File: src/adc_ctl_pkg.sv
// package of offsets, field layouts, reset values and encodings for the converter control block
package adc_ctl_pkg;

   // ***********************************************************
   // register map (byte offsets on the plain register port)
   // ***********************************************************
   localparam logic [3:0] ofs_pin_ctl_low  = 4'h0;  // channels 0..7
   localparam logic [3:0] ofs_pin_ctl_mid  = 4'h1;  // channels 8..15
   localparam logic [3:0] ofs_pin_ctl_high = 4'h2;  // channels 16..23
   localparam logic [3:0] ofs_status_ctl   = 4'h3;  // done flag, irq enable, compare enable, channel
   localparam logic [3:0] ofs_config       = 4'h4;  // divide, mode, clock select
   localparam logic [3:0] ofs_result_high  = 4'h5;  // upper result bits
   localparam logic [3:0] ofs_result_low   = 4'h6;  // lower result bits
   localparam logic [3:0] ofs_compare_high = 4'h7;  // compare value upper bits
   localparam logic [3:0] ofs_compare_low  = 4'h8;  // compare value lower bits
   localparam logic [3:0] ofs_raw_high     = 4'h9;  // raw successive-approximation word, upper
   localparam logic [3:0] ofs_raw_low      = 4'ha;  // raw word, lower; writing it while busy models a finished conversion

   // ***********************************************************
   // field positions
   // ***********************************************************
   localparam int sc_done_bit    = 7;
   localparam int sc_irq_en_bit  = 6;
   localparam int sc_cmp_en_bit  = 5;
   localparam int sc_cmp_gt_bit  = 4;
   localparam int cfg_div_lsb    = 5;
   localparam int cfg_mode_lsb   = 2;
   localparam int cfg_clk_lsb    = 0;

   // ***********************************************************
   // reset values
   // ***********************************************************
   localparam logic [7:0] pin_ctl_reset   = 8'h00;
   localparam logic [4:0] channel_reset   = 5'h1f;  // all ones: converter off
   localparam logic [4:0] channel_off     = 5'h1f;
   localparam logic [1:0] clk_sel_reset   = 2'h0;
   localparam logic [1:0] div_sel_reset   = 2'h0;
   localparam logic [1:0] mode_reset      = 2'h0;
   localparam logic [2:0] div_cnt_reset   = 3'h0;

   // ***********************************************************
   // encodings
   // ***********************************************************
   localparam logic [1:0] clk_bus      = 2'h0;
   localparam logic [1:0] clk_bus_half = 2'h1;
   localparam logic [1:0] clk_alt      = 2'h2;
   localparam logic [1:0] clk_async    = 2'h3;

   localparam logic [1:0] mode_8bit    = 2'h0;
   localparam logic [1:0] mode_12bit   = 2'h1;
   localparam logic [1:0] mode_10bit   = 2'h2;

   // converter activity states, one-hot
   typedef enum logic [2:0]
   {
      st_off  = 3'b001,
      st_idle = 3'b010,
      st_busy = 3'b100
   } conv_state_t;

endpackage

File: src/adc_pin_and_clock_control.sv
// control around a successive-approximation converter: pin release, clocks, result placement
//
// The address-and-strobe port and the placing of the registers were decided locally.
`timescale 1ns/100ps
// ***********************************************************
// Overview of operation
// RULE1: low register bits release channels 0-7
// RULE2: mid register bits release channels 8-15
// RULE3: high register bits release channels 16-23
// RULE4: released pin output driver held off
// RULE5: released pin input off, reads zero
// RULE6: released pin pullup forced off
// RULE7: converter off in reset or channel ones
// RULE8: idle lowest power between conversions
// RULE9: raw result 12 bits, 9 in 8-bit
// RULE10: 10-bit mode rounds, fills both registers
// RULE11: 8-bit mode rounds, fills low only
// RULE12: set done flag, request irq if enabled
// RULE13: compare enable gates result on condition
// RULE14: clock select picks one of four
// RULE15: reset selects bus clock
// RULE16: selected source divided by 1,2,4,8
// RULE17: half bus and divide 8 gives 16
// RULE18: async clock runs in wait and stop3
// RULE19: clock select encodes 00,01,10,11 sources
// RULE20: divide field 00..11 gives 1,2,4,8
// RULE21: mode 00 8-bit, 01 12-bit, 10 10-bit
// RULE22: pin-control bits clear on reset
// ***********************************************************
module adc_pin_and_clock_control
(
   input  wire logic        clk,              // bus clock, 250 MHz
   input  wire logic        resetn,           // asynchronous reset, active low
   input  wire logic [3:0]  reg_addr,         // register offset
   input  wire logic [7:0]  reg_wdata,        // write data
   input  wire logic        reg_wr,           // write strobe
   input  wire logic        reg_rd,           // read strobe
   output logic      [7:0]  reg_rdata,        // read data, valid cycle after read strobe
   input  wire logic        alternate_clock,  // alternate source, asynchronous pin
   input  wire logic        internal_async_clock, // internal oscillator, asynchronous
   input  wire logic        low_power_mode,   // wait or stop3 requested
   input  wire logic [23:0] port_out,         // port output data
   input  wire logic [23:0] port_drive,       // port wants to drive the pin
   input  wire logic [23:0] port_pullup,      // port pullup enable
   input  wire logic [23:0] pin_in,           // pin levels from the pads
   output logic      [23:0] pin_out,          // pad output data
   output logic      [23:0] pin_oe_n,         // pad output enable, low drives
   output logic      [23:0] pin_pullup_en,    // pad pullup enable
   output logic      [23:0] pin_ibuf_en,      // pad input buffer enable
   output logic      [23:0] port_read,        // value the port sees on read
   output logic             conversion_clock, // enable pulse of the conversion clock
   output logic             async_osc_run,    // internal oscillator kept running
   output logic             converter_on,     // analog core powered
   output logic             done_irq          // conversion complete interrupt request
);

   // ***********************************************************
   // register state
   // ***********************************************************
   logic [23:0] pin_release_r, pin_release_nxt;   // one bit per analog pin
   logic [4:0]  channel_select_r, channel_select_nxt;
   logic        done_r, done_nxt;                 // conversion_done_flag
   logic        irq_en_r, irq_en_nxt;             // done_irq_enable
   logic        cmp_en_r, cmp_en_nxt;             // compare_enable
   logic        cmp_gt_r, cmp_gt_nxt;             // compare direction
   logic [1:0]  clk_sel_r, clk_sel_nxt;           // input_clock_select
   logic [1:0]  div_sel_r, div_sel_nxt;           // clock_divide_select
   logic [1:0]  mode_r, mode_nxt;                 // resolution
   logic [3:0]  cmp_high_r, cmp_high_nxt;
   logic [7:0]  cmp_low_r, cmp_low_nxt;
   logic [3:0]  raw_high_r, raw_high_nxt;         // staged raw word, upper nibble
   logic [3:0]  result_high_r, result_high_nxt;
   logic [7:0]  result_low_r, result_low_nxt;
   logic [7:0]  rdata_nxt;
   adc_ctl_pkg::conv_state_t state_r, state_nxt;

   // ***********************************************************
   // input synchronisers (three stages, agree on last two)
   // ***********************************************************
   logic [2:0] alt_sync_r, async_sync_r;
   logic       alt_lvl_r, async_lvl_r;   // filtered levels
   logic       alt_prev_r, async_prev_r; // for rising-edge detection
   logic       alt_rise, async_rise;

   // the first stage is read only by the second; filtered level moves when stages 2 and 3 agree
   always_ff @(posedge clk or negedge resetn)
   begin
      if (!resetn)
      begin
         alt_sync_r   <= 3'h0;
         async_sync_r <= 3'h0;
         alt_lvl_r    <= 1'b0;
         async_lvl_r  <= 1'b0;
         alt_prev_r   <= 1'b0;
         async_prev_r <= 1'b0;
      end
      else
      begin
         alt_sync_r   <= {alt_sync_r[1:0], alternate_clock};
         async_sync_r <= {async_sync_r[1:0], internal_async_clock};
         if (alt_sync_r[1] == alt_sync_r[2])
            alt_lvl_r <= alt_sync_r[2];
         if (async_sync_r[1] == async_sync_r[2])
            async_lvl_r <= async_sync_r[2];
         alt_prev_r   <= alt_lvl_r;
         async_prev_r <= async_lvl_r;
      end
   end

   assign alt_rise   = alt_lvl_r & ~alt_prev_r;
   assign async_rise = async_lvl_r & ~async_prev_r;

   // ***********************************************************
   // conversion clock: source select then divide
   // ***********************************************************
   logic       half_r, half_nxt;       // bus clock halving toggle
   logic [2:0] div_cnt_r, div_cnt_nxt; // divider count of source ticks
   logic       src_tick;               // one tick of the selected source
   logic       div_tick;               // divided output tick
   logic [2:0] div_last;               // terminal count for chosen ratio
   logic       ck_en_r;

   // source and divider next values; while not busy the divider is held at its reset count
   always_comb
   begin
      half_nxt = ~half_r;
      unique case (clk_sel_r)                                  // see RULE14 see RULE19
         adc_ctl_pkg::clk_bus      : src_tick = 1'b1;
         adc_ctl_pkg::clk_bus_half : src_tick = half_r;         // see RULE17
         adc_ctl_pkg::clk_alt      : src_tick = alt_rise;
         adc_ctl_pkg::clk_async    : src_tick = async_rise;
      endcase
      unique case (div_sel_r)                                  // see RULE16 see RULE20
         2'h0    : div_last = 3'h0;
         2'h1    : div_last = 3'h1;
         2'h2    : div_last = 3'h3;
         2'h3    : div_last = 3'h7;
      endcase
      div_cnt_nxt = div_cnt_r;
      div_tick    = 1'b0;
      if (state_r != adc_ctl_pkg::st_busy)
         div_cnt_nxt = adc_ctl_pkg::div_cnt_reset;              // see RULE8
      else if (src_tick)
      begin
         if (div_cnt_r >= div_last)
         begin
            div_cnt_nxt = adc_ctl_pkg::div_cnt_reset;
            div_tick    = 1'b1;
         end
         else
            div_cnt_nxt = div_cnt_r + 3'h1;
      end
   end

   // divider registers
   always_ff @(posedge clk or negedge resetn)
   begin
      if (!resetn)
      begin
         half_r    <= 1'b0;
         div_cnt_r <= adc_ctl_pkg::div_cnt_reset;
         ck_en_r   <= 1'b0;
      end
      else
      begin
         half_r    <= half_nxt;
         div_cnt_r <= div_cnt_nxt;
         ck_en_r   <= div_tick;
      end
   end

   // ***********************************************************
   // result rounding, placement and compare
   // ***********************************************************
   logic [11:0] raw_word;      // 12-bit raw, 9-bit raw in its low bits for 8-bit mode
   logic [10:0] round10;       // rounded 10-bit plus carry
   logic [8:0]  round8;        // rounded 8-bit plus carry
   logic [11:0] placed;        // result as it would land in the registers
   logic [11:0] cmp_value;
   logic        cmp_hit;
   logic        finish;

   always_comb
   begin
      raw_word  = {raw_high_r, reg_wdata};
      // round half up, saturating so a full-scale raw word stays full scale
      round10   = {1'b0, raw_word[11:2]} + {10'h000, raw_word[1]};          // see RULE10
      round8    = {1'b0, raw_word[8:1]} + {8'h00, raw_word[0]};             // see RULE9 see RULE11
      unique case (mode_r)                                                  // see RULE21
         adc_ctl_pkg::mode_12bit : placed = raw_word;
         adc_ctl_pkg::mode_10bit : placed = {2'h0, (round10[10] ? 10'h3ff : round10[9:0])};
         adc_ctl_pkg::mode_8bit  : placed = {4'h0, (round8[8] ? 8'hff : round8[7:0])};
         default                 : placed = raw_word;   // reserved code behaves as 12-bit
      endcase
      cmp_value = (mode_r == adc_ctl_pkg::mode_8bit) ? {4'h0, cmp_low_r} : {cmp_high_r, cmp_low_r};
      cmp_hit   = cmp_gt_r ? (placed >= cmp_value) : (placed < cmp_value); // see RULE13
      finish    = reg_wr && (reg_addr == adc_ctl_pkg::ofs_raw_low) && (state_r == adc_ctl_pkg::st_busy);
   end

   // ***********************************************************
   // register file and converter sequencing
   // ***********************************************************
   logic wr_sc;
   logic done_set;

   // next values for every software register and the activity state
   always_comb
   begin
      pin_release_nxt    = pin_release_r;
      channel_select_nxt = channel_select_r;
      irq_en_nxt         = irq_en_r;
      cmp_en_nxt         = cmp_en_r;
      cmp_gt_nxt         = cmp_gt_r;
      clk_sel_nxt        = clk_sel_r;
      div_sel_nxt        = div_sel_r;
      mode_nxt           = mode_r;
      cmp_high_nxt       = cmp_high_r;
      cmp_low_nxt        = cmp_low_r;
      raw_high_nxt       = raw_high_r;
      result_high_nxt    = result_high_r;
      result_low_nxt     = result_low_r;
      state_nxt          = state_r;
      wr_sc              = reg_wr && (reg_addr == adc_ctl_pkg::ofs_status_ctl);
      done_set           = 1'b0;
      done_nxt           = done_r;
      if (reg_wr)
      begin
         unique case (reg_addr)
            adc_ctl_pkg::ofs_pin_ctl_low  : pin_release_nxt[7:0]   = reg_wdata;  // see RULE1
            adc_ctl_pkg::ofs_pin_ctl_mid  : pin_release_nxt[15:8]  = reg_wdata;  // see RULE2
            adc_ctl_pkg::ofs_pin_ctl_high : pin_release_nxt[23:16] = reg_wdata;  // see RULE3
            adc_ctl_pkg::ofs_status_ctl   :
            begin
               irq_en_nxt         = reg_wdata[adc_ctl_pkg::sc_irq_en_bit];
               cmp_en_nxt         = reg_wdata[adc_ctl_pkg::sc_cmp_en_bit];
               cmp_gt_nxt         = reg_wdata[adc_ctl_pkg::sc_cmp_gt_bit];
               channel_select_nxt = reg_wdata[4:0];
            end
            adc_ctl_pkg::ofs_config       :
            begin
               div_sel_nxt = reg_wdata[adc_ctl_pkg::cfg_div_lsb +: 2];
               mode_nxt    = reg_wdata[adc_ctl_pkg::cfg_mode_lsb +: 2];
               clk_sel_nxt = reg_wdata[adc_ctl_pkg::cfg_clk_lsb +: 2];
            end
            adc_ctl_pkg::ofs_compare_high : cmp_high_nxt = reg_wdata[3:0];
            adc_ctl_pkg::ofs_compare_low  : cmp_low_nxt  = reg_wdata;
            adc_ctl_pkg::ofs_raw_high     : raw_high_nxt = reg_wdata[3:0];
            default                       : ;   // read-only, unmapped or raw low: nothing stored here; a raw low write is taken by finish
         endcase
      end
      // activity state: a status write starts a conversion unless the channel is all ones
      unique case (state_r)
         adc_ctl_pkg::st_off  :
            if (wr_sc && channel_select_nxt != adc_ctl_pkg::channel_off)
               state_nxt = adc_ctl_pkg::st_busy;
            else if (wr_sc)
               state_nxt = adc_ctl_pkg::st_off;
         adc_ctl_pkg::st_idle :
            if (wr_sc)
               state_nxt = (channel_select_nxt == adc_ctl_pkg::channel_off) ?
                           adc_ctl_pkg::st_off : adc_ctl_pkg::st_busy;   // see RULE7
         adc_ctl_pkg::st_busy :
            if (wr_sc)
               state_nxt = (channel_select_nxt == adc_ctl_pkg::channel_off) ?
                           adc_ctl_pkg::st_off : adc_ctl_pkg::st_busy;   // see RULE7
            else if (finish)
               state_nxt = adc_ctl_pkg::st_idle;                          // see RULE8
         default              : state_nxt = adc_ctl_pkg::st_off;
      endcase
      // a finished conversion lands only when compare is off or the condition holds
      if (finish && (!cmp_en_r || cmp_hit))                               // see RULE13
      begin
         result_high_nxt = placed[11:8];
         result_low_nxt  = placed[7:0];
         done_set        = 1'b1;
      end
      // a status write clears the flag, a landing result in the same cycle wins
      if (wr_sc)
         done_nxt = 1'b0;
      if (done_set)
         done_nxt = 1'b1;                                                 // see RULE12
      // reading the low result also clears the flag
      if (reg_rd && reg_addr == adc_ctl_pkg::ofs_result_low && !done_set)
         done_nxt = 1'b0;
      unique case (reg_addr)
         adc_ctl_pkg::ofs_pin_ctl_low  : rdata_nxt = pin_release_r[7:0];
         adc_ctl_pkg::ofs_pin_ctl_mid  : rdata_nxt = pin_release_r[15:8];
         adc_ctl_pkg::ofs_pin_ctl_high : rdata_nxt = pin_release_r[23:16];
         adc_ctl_pkg::ofs_status_ctl   : rdata_nxt = {done_r, irq_en_r, cmp_en_r, channel_select_r};
         adc_ctl_pkg::ofs_config       : rdata_nxt = {1'b0, div_sel_r, cmp_gt_r, mode_r, clk_sel_r};
         adc_ctl_pkg::ofs_result_high  : rdata_nxt = {4'h0, result_high_r};
         adc_ctl_pkg::ofs_result_low   : rdata_nxt = result_low_r;
         adc_ctl_pkg::ofs_compare_high : rdata_nxt = {4'h0, cmp_high_r};
         adc_ctl_pkg::ofs_compare_low  : rdata_nxt = cmp_low_r;
         adc_ctl_pkg::ofs_raw_high     : rdata_nxt = {5'h00, state_r};
         default                       : rdata_nxt = 8'h00;  // unmapped reads zero
      endcase
      if (!reg_rd)
         rdata_nxt = 8'h00;
   end

   // registers of the register file; all pins start under port control
   always_ff @(posedge clk or negedge resetn)
   begin
      if (!resetn)
      begin
         pin_release_r    <= {3{adc_ctl_pkg::pin_ctl_reset}};           // see RULE22
         channel_select_r <= adc_ctl_pkg::channel_reset;
         done_r           <= 1'b0;
         irq_en_r         <= 1'b0;
         cmp_en_r         <= 1'b0;
         cmp_gt_r         <= 1'b0;
         clk_sel_r        <= adc_ctl_pkg::clk_sel_reset;                // see RULE15
         div_sel_r        <= adc_ctl_pkg::div_sel_reset;
         mode_r           <= adc_ctl_pkg::mode_reset;
         cmp_high_r       <= 4'h0;
         cmp_low_r        <= 8'h00;
         raw_high_r       <= 4'h0;
         result_high_r    <= 4'h0;
         result_low_r     <= 8'h00;
         state_r          <= adc_ctl_pkg::st_off;                       // see RULE7
         reg_rdata        <= 8'h00;
      end
      else
      begin
         pin_release_r    <= pin_release_nxt;
         channel_select_r <= channel_select_nxt;
         done_r           <= done_nxt;
         irq_en_r         <= irq_en_nxt;
         cmp_en_r         <= cmp_en_nxt;
         cmp_gt_r         <= cmp_gt_nxt;
         clk_sel_r        <= clk_sel_nxt;
         div_sel_r        <= div_sel_nxt;
         mode_r           <= mode_nxt;
         cmp_high_r       <= cmp_high_nxt;
         cmp_low_r        <= cmp_low_nxt;
         raw_high_r       <= raw_high_nxt;
         result_high_r    <= result_high_nxt;
         result_low_r     <= result_low_nxt;
         state_r          <= state_nxt;
         reg_rdata        <= rdata_nxt;
      end
   end

   // ***********************************************************
   // pad overrides and status outputs, all registered
   // ***********************************************************
   always_ff @(posedge clk or negedge resetn)
   begin
      if (!resetn)
      begin
         pin_out          <= 24'h000000;
         pin_oe_n         <= 24'hffffff;
         pin_pullup_en    <= 24'h000000;
         pin_ibuf_en      <= 24'hffffff;
         port_read        <= 24'h000000;
         conversion_clock <= 1'b0;
         async_osc_run    <= 1'b0;
         converter_on     <= 1'b0;
         done_irq         <= 1'b0;
      end
      else
      begin
         pin_out          <= port_out & ~pin_release_r;
         pin_oe_n         <= ~port_drive | pin_release_r;                 // see RULE4
         pin_pullup_en    <= port_pullup & ~pin_release_r;                // see RULE6
         pin_ibuf_en      <= ~pin_release_r;                              // see RULE5
         port_read        <= pin_in & ~pin_release_r;                     // see RULE5
         conversion_clock <= ck_en_r;
         // oscillator runs whenever it clocks a conversion, also through wait and stop3
         async_osc_run    <= (state_r == adc_ctl_pkg::st_busy) &&
                             (clk_sel_r == adc_ctl_pkg::clk_async);       // see RULE18
         converter_on     <= (state_r == adc_ctl_pkg::st_busy) &&
                             (!low_power_mode || clk_sel_r == adc_ctl_pkg::clk_async); // see RULE18 see RULE8
         done_irq         <= done_nxt & irq_en_nxt;                       // see RULE12
      end
   end

endmodule // adc_pin_and_clock_control

File: config.mk
export PLATFORM = sky130hd
export DESIGN_NAME = adc_pin_and_clock_control
export DESIGN_NICKNAME = d
export VERILOG_FILES = /design/src/adc_ctl_pkg.sv /design/src/adc_pin_and_clock_control.sv
export SDC_FILE = /design/constraint.sdc
export NUM_CORES = 1
export LEC_CHECK = 0
export ABC_AREA = 1
export BUFFER_PORTS_ARGS = -buffer_cell sky130_fd_sc_hd__buf_4
export CAP_MARGIN = 15
export CORE_MARGIN = 2
export CORE_UTILIZATION = 49
export CTS_BUF_LIST = sky130_fd_sc_hd__clkbuf_8
export DETAILED_ROUTE_END_ITERATION = 8
export PLACE_DENSITY = 0.79
export SLEW_MARGIN = 10
export SYNTH_ARGS = -nofsm -noshare
export SYNTH_HDL_FRONTEND = slang
export SYNTH_SLANG_ARGS = --single-unit
export TNS_END_PERCENT = 30
File: constraint.sdc
create_clock -name clk -period 2.35 [get_ports clk]
set_clock_uncertainty 0.2 [all_clocks]
set_input_delay 0 -clock clk [delete_from_list [all_inputs] [get_ports clk]]
set_output_delay 0 -clock clk [all_outputs]
set_load 0.1 [all_outputs]
# Word level (Yosys, flattened, before mapping)
# Index checks and enable logic that the tools add are counted.
# totals
register_bits	217
in_bits	115
out_inout_bits	132
word_cells	140
# classes
add_sub_neg	3
order_cmp	3
n_eq_ne	28
mux	30
n_bitwise	12
reduce_logical	28
# op_table
cell	count
8-bit one-hot mux with 10 select lines	1
24-bit AND	3
24-bit inverter	2
3-bit 2-to-1 mux	9
24-bit bitwise OR	1
12-bit one-hot mux with 2 select lines	1
4-bit by 3-bit equality test with 1-bit output, second input constant	4
8-bit 2-to-1 mux	2
2-bit AND reduction	8
4-bit equality test, second input constant	3
12-bit greater-or-equal comparator	1
12-bit less-than comparator	1
12-bit 2-to-1 mux	1
3-bit one-hot mux with 4 select lines	1
10-bit by 1-bit adder with 11-bit output	1
2-bit equality test, second input constant	5
1-bit 2-to-1 mux	10
10-bit 2-to-1 mux	1
5-bit 2-to-1 mux	2
8-bit by 1-bit adder with 9-bit output	1
1-bit logical AND	9
3-bit != test, second input constant	3
3-bit one-hot mux with 3 select lines	1
4-bit by 2-bit equality test with 1-bit output, second input constant	2
other kinds (20)	31

# Depth between registers and ports, before layout
# logic_depth
ltp_word	12
mapped_depth	23

# Worst setup path after synthesis
# Ideal clock, no wire load.
# synth_timing
kind	register -> register
from	reg mode_r[0]
to	reg result_low_r[6]
setup_time_ns	0.117
arrival_ns	2.212
required_ns	2.033
path_slack_ns	-0.179
path_stages_with_launch	20
cell_sequence	dfrtp_1 -> buf_2 -> clkinv_1 -> nand2_1 -> inv_1 -> nand2_2 -> o21ai_0 -> nor2_2 -> ha_1 -> nand2_1 -> nand2_1 -> nand2_1 -> nand2_1 -> a21oi_1 -> nand3_1 -> nand3_1 -> nand2_2 -> buf_6 -> nand2_1 -> nand2_1
# synth_between
elab_chain_cells	6
# synth_rtl
element	line_no	rtl
start: declaration	adc_pin_and_clock_control.sv:68	logic [1:0] mode_r, mode_nxt;
start signal: assignment	adc_pin_and_clock_control.sv:315	mode_r <= adc_ctl_pkg::mode_reset;
start signal: assignment	adc_pin_and_clock_control.sv:334	mode_r <= mode_nxt;
2-bit equality test or 2-bit logical NOT (tied branches)	adc_pin_and_clock_control.sv:189	unique case (mode_r)
12-bit one-hot mux with 2 select lines (*)	adc_pin_and_clock_control.sv:189	
net placed[5]	adc_pin_and_clock_control.sv:178	logic [11:0] placed;
12-bit less-than comparator or 12-bit greater-or-equal comparator (tied branches)	adc_pin_and_clock_control.sv:196	cmp_hit = cmp_gt_r ? (placed >= cmp_value) : (placed < cmp_value);
1-bit 2-to-1 mux (*)	adc_pin_and_clock_control.sv:196	
1-bit logical OR (*)	adc_pin_and_clock_control.sv:271	if (finish && (!cmp_en_r || cmp_hit))
1-bit logical AND (*)	adc_pin_and_clock_control.sv:271	
end signal: assignment	adc_pin_and_clock_control.sv:339	result_low_r <= result_low_nxt;
end: declaration	adc_pin_and_clock_control.sv:73	logic [7:0] result_low_r, result_low_nxt;
# The timed path passes the listed nets; every way through them passes the cells marked *.
# A chain may end at the register's enable or synchronous reset.

# Worst setup path after layout
# layout_timing
from	reg raw_high_r[0]
to	reg result_high_r[0]
# layout_between
elab_chain_cells	7
# layout_rtl
element	line_no	rtl
start: declaration	adc_pin_and_clock_control.sv:71	logic [3:0] raw_high_r, raw_high_nxt;
start signal: assignment	adc_pin_and_clock_control.sv:337	raw_high_r <= raw_high_nxt;
10-bit by 1-bit adder with 11-bit output or 8-bit by 1-bit adder with 9-bit output (tied branches)	adc_pin_and_clock_control.sv:187, adc_pin_and_clock_control.sv:188	
10-bit 2-to-1 mux or 8-bit 2-to-1 mux (tied branches)	adc_pin_and_clock_control.sv:191, adc_pin_and_clock_control.sv:192	
12-bit one-hot mux with 2 select lines (*)	adc_pin_and_clock_control.sv:189	
net placed[3]	adc_pin_and_clock_control.sv:178	
12-bit less-than comparator or 12-bit greater-or-equal comparator (tied branches)	adc_pin_and_clock_control.sv:196	
1-bit 2-to-1 mux (*)	adc_pin_and_clock_control.sv:196	
1-bit logical OR (*)	adc_pin_and_clock_control.sv:271	
1-bit logical AND (*)	adc_pin_and_clock_control.sv:271	
end signal: assignment	adc_pin_and_clock_control.sv:338	result_high_r <= result_high_nxt;
end: declaration	adc_pin_and_clock_control.sv:72	logic [3:0] result_high_r, result_high_nxt;
# Marks and branches as above.

==> out/results.tsv <==
metric	value	unit
Reg2Reg Depth	16	
CP max stage delay	0.44	ns
Worst-path clk slew	0.06	ns
Warnings, synthesis	0	
Port Buf Inserts	246	
die width	139	um
vias in the first global route	9110	
CTS tree	built	
PD cells	932	mW/mm^2
Boundary Pins	247	
share of cells above drive strength 1	32.1	%
worst-path fanout max	7	
startpoint types	flop	
Post-Syn Instances	943	
Slew Viols, Final	0	
DRC viols	0	
DR pass1 iterations	7	
post-route worst setup slack	-0.300	ns
worst path bufs/invs	2	
Setup crit end kind	flop	
die height	139	um
r2r setup slk	-0.30	ns
Initial Util	49.7	%
worst vdd ir	0.927	mV
WL final	32.9	mm
Final ANT Viol Nets	0	
Final min period	2.65	ns
WL/cell	19.7	um
slowest cell on the critical path	dfrtp_1	
syn avg cell area	9.44	sq um
synthesis-to-layout area growth	54.9	%
HP Class	in2reg	
worst-margin pin slew	0.572	ns
first-pass GRT wire length	50.3	mm
CTS root buffer	clkbuf_8	
Layout Nets	1549	
clk_lat worst skew	0.53	ns
Net Count, Synth	1078	
core box area	0.0179	sq mm
number of stages on the worst setup path	16	
CTS H-Tree Depth	2	
via count	8746	
die area	0.0193	sq mm
Seq/Total Area, Yosys	61.8	%
number of buffers created by CTS	35	
crit-path cells	inv_2, nor3_4, nand2_2, nand2_4, o22ai_1, nor2_2, ha_1, a21oi_1, nand2_1, nand2_2, nand3_2, nand2_2, nand3_4, clkbuf_16, nand3_2, nand2_1	
Synth cell types	36	
initial antenna violation count	0	
grt ovf	0	
final setup fails	14	
Hold Path Depth	9	
Max Cap Viol	0	
outcome	finished with violations	
LEAKAGE	7.24	nW
RSZ-0062 raised after global routing	yes	
relative slew slack	61.7	%
#FFs+latches synth	217	
Setup CP Type	reg2reg	
HPWL after DPL	19.5	mm
period utilization	113	%
failing checks	negative setup slack	
CP startpoint	raw_high_r[0]$_DFFE_PN0P_	
crit path to	result_high_r[0]$_DFFE_PN0P_	
Final Core Density	77.0	%
ANT cells	0	
fill count	1061	
most frequent cells in the layout	buf_4 (288), nand2_1 (200), inv_1 (181), dfrtp_1 (163), dlygate4sd3_1 (152)	
Clock Path Buffers	3	
fmax	377	MHz
RR Startpoint	raw_high_r[0]$_DFFE_PN0P_	
Total GRT Usage	33.8	%
final hold vios	0	
Num Clock Sinks	217	
worst r2r dst	result_high_r[0]$_DFFE_PN0P_	
largest net degree at the start of global routing	49	
vias per cell	5.24	
commonest non-fill, non-tap cell in the layout	buf_4	
Post-Syn Area	0.00890	sq mm
row count	49	
Arr. time, crit path	2.85	ns
total design power	12.8	mW
Req. time, crit path	2.55	ns
Crit path max-delay family	simple AND/OR/NAND/NOR gates	
CP most frequent cell	nand2_2	
Placer Congestion	0.937	
DRT iter0 DRCs	670	
## kinds of logic after synthesis
logic type	after synthesis	share of synthesized area, %
buffers and inverters	186	8.49
flip-flops	217	61.8
XOR/XNOR	9	0.886
AND/OR/NAND/NOR	392	18.6
adder cells (fa/ha/maj)	22	3.04
AO/OA/AOI/OAI	117	7.23
## flip-flops by register name, indices dropped and copies added, names as in the netlist, 3 cells and up
signal	cells
pin_ibuf_en	24
pin_oe_n	24
pin_out	24
pin_pullup_en	24
pin_release_r	24
port_read	24
cmp_low_r	8
reg_rdata	8
result_low_r	8
channel_select_r	5
cmp_high_r	4
raw_high_r	4
result_high_r	4
alt_sync_r	3
async_sync_r	3
div_cnt_r	3
state_r	3
## metrics by stage
step	cell area [sq um]	cells	setup TNS, ns	setup WS (ns)	hold WS [ns]
after floorplan	8970	943	-0.0457	-0.00574	-0.496
after global placement	11400	1447	-3.33	-0.247	-0.158
after detailed placement	11400	1447	-4.43	-0.328	-0.155
after CTS	13600	1666	-2.14	-0.169	0.00583
after global routing	13800	1670	-5.86	-0.448	0.0460
final	13800	1670	-3.78	-0.300	0.0155
## report_power, final
group,internal [mW],switching [mW],total (mW)
Combinational,1.30,3.63,4.93
Clock,1.60,1.56,3.15
Sequential,4.36,0.406,4.76
Total,7.25,5.59,12.8
## worst min-delay path: cells and delay by family
family	cells	cell delay, ns
XOR/XNOR	1	0.07
AND/OR/NAND/NOR	6	0.42
buffers and inverters	2	0.20
## cell usage after synthesis
cell | number | area, sq um
clkbuf_1 | 3 | 11.3
clkinv_1 | 2 | 7.51
buf_4 | 1 | 7.51
a21oi_2 | 2 | 17.5
o22ai_1 | 16 | 100
xor2_1 | 9 | 78.8
o21ai_0 | 65 | 325
buf_6 | 6 | 67.6
o21ai_1 | 11 | 55.1
o21ai_4 | 1 | 16.3
a21oi_1 | 16 | 80.1
nor2_2 | 12 | 75.1
nor4_1 | 1 | 6.26
nor3_4 | 2 | 32.5
dfrtp_1 | 163 | 4080
nor2_4 | 2 | 22.5
ha_1 | 20 | 250
nand3_2 | 2 | 20.0
buf_2 | 5 | 25.0
nor3_1 | 6 | 30.0
nand2_1 | 205 | 769
o211ai_1 | 2 | 15.0
nor2_1 | 108 | 405
nor3_2 | 1 | 10.0
maj3_1 | 2 | 20.0
or2_2 | 1 | 6.26
inv_4 | 1 | 6.26
nand3_1 | 41 | 205
inv_1 | 165 | 619
inv_2 | 3 | 11.3
nand2_2 | 5 | 31.3
nand4_1 | 6 | 37.5
a221oi_1 | 1 | 8.76
a22o_1 | 2 | 17.5
a22oi_1 | 1 | 7.51
dfstp_2 | 54 | 1420
## how the worst min path moves through the flow
stage | start | endpoint | slack (ns)
after floorplan | resetn | alt_lvl_r$_DFFE_PN0N_ | -0.50
after global placement | resetn | alt_sync_r[1]$_DFF_PN0_ | -0.16
after detailed placement | resetn | alt_sync_r[1]$_DFF_PN0_ | -0.15
after CTS | reg_wdata[1] | result_low_r[1]$_DFFE_PN0P_ | 0.006
after global routing | port_pullup[23] | pin_pullup_en[23]$_DFF_PN0_ | 0.05
final | reg_wdata[4] | result_low_r[6]$_DFFE_PN0P_ | 0.02
## area by class of cell
class                   instances  area [sq um]  share of cell area [%]
flip-flops and latches        217          5500                    39.9
repair buffers                448          3840                    27.9
multi-input cells             541          2840                    20.6
inverters                     171           649                    4.71
clock buffers                  41           564                    4.09
well taps                     229           287                    2.08
clock inverters                23          98.8                   0.717
## repair_timing
| item | 4_1_cts | 5_1_grt |
|---|---|---|
| endpoints found under the hold margin | 393 | 0 |
| hold buffers | 153 | 0 |
| resized for setup | 2 | 26 |
| buffers inserted | 2 | 2 |
| cloned | 0 | 2 |
| setup endpoints to repair | 14 | 14 |
| pin swaps | 1 | 26 |
## routing by layer
layer  track usage, %  vias to the layer above  wire (um)
met3             7.08                      139       2560
met4             17.8                        0       2000
li1                 -                     3860          -
met5                0                        -          0
met1             39.1                     4232      11700
met2             59.5                      515      16600
(Power assumes the default switching activity.)
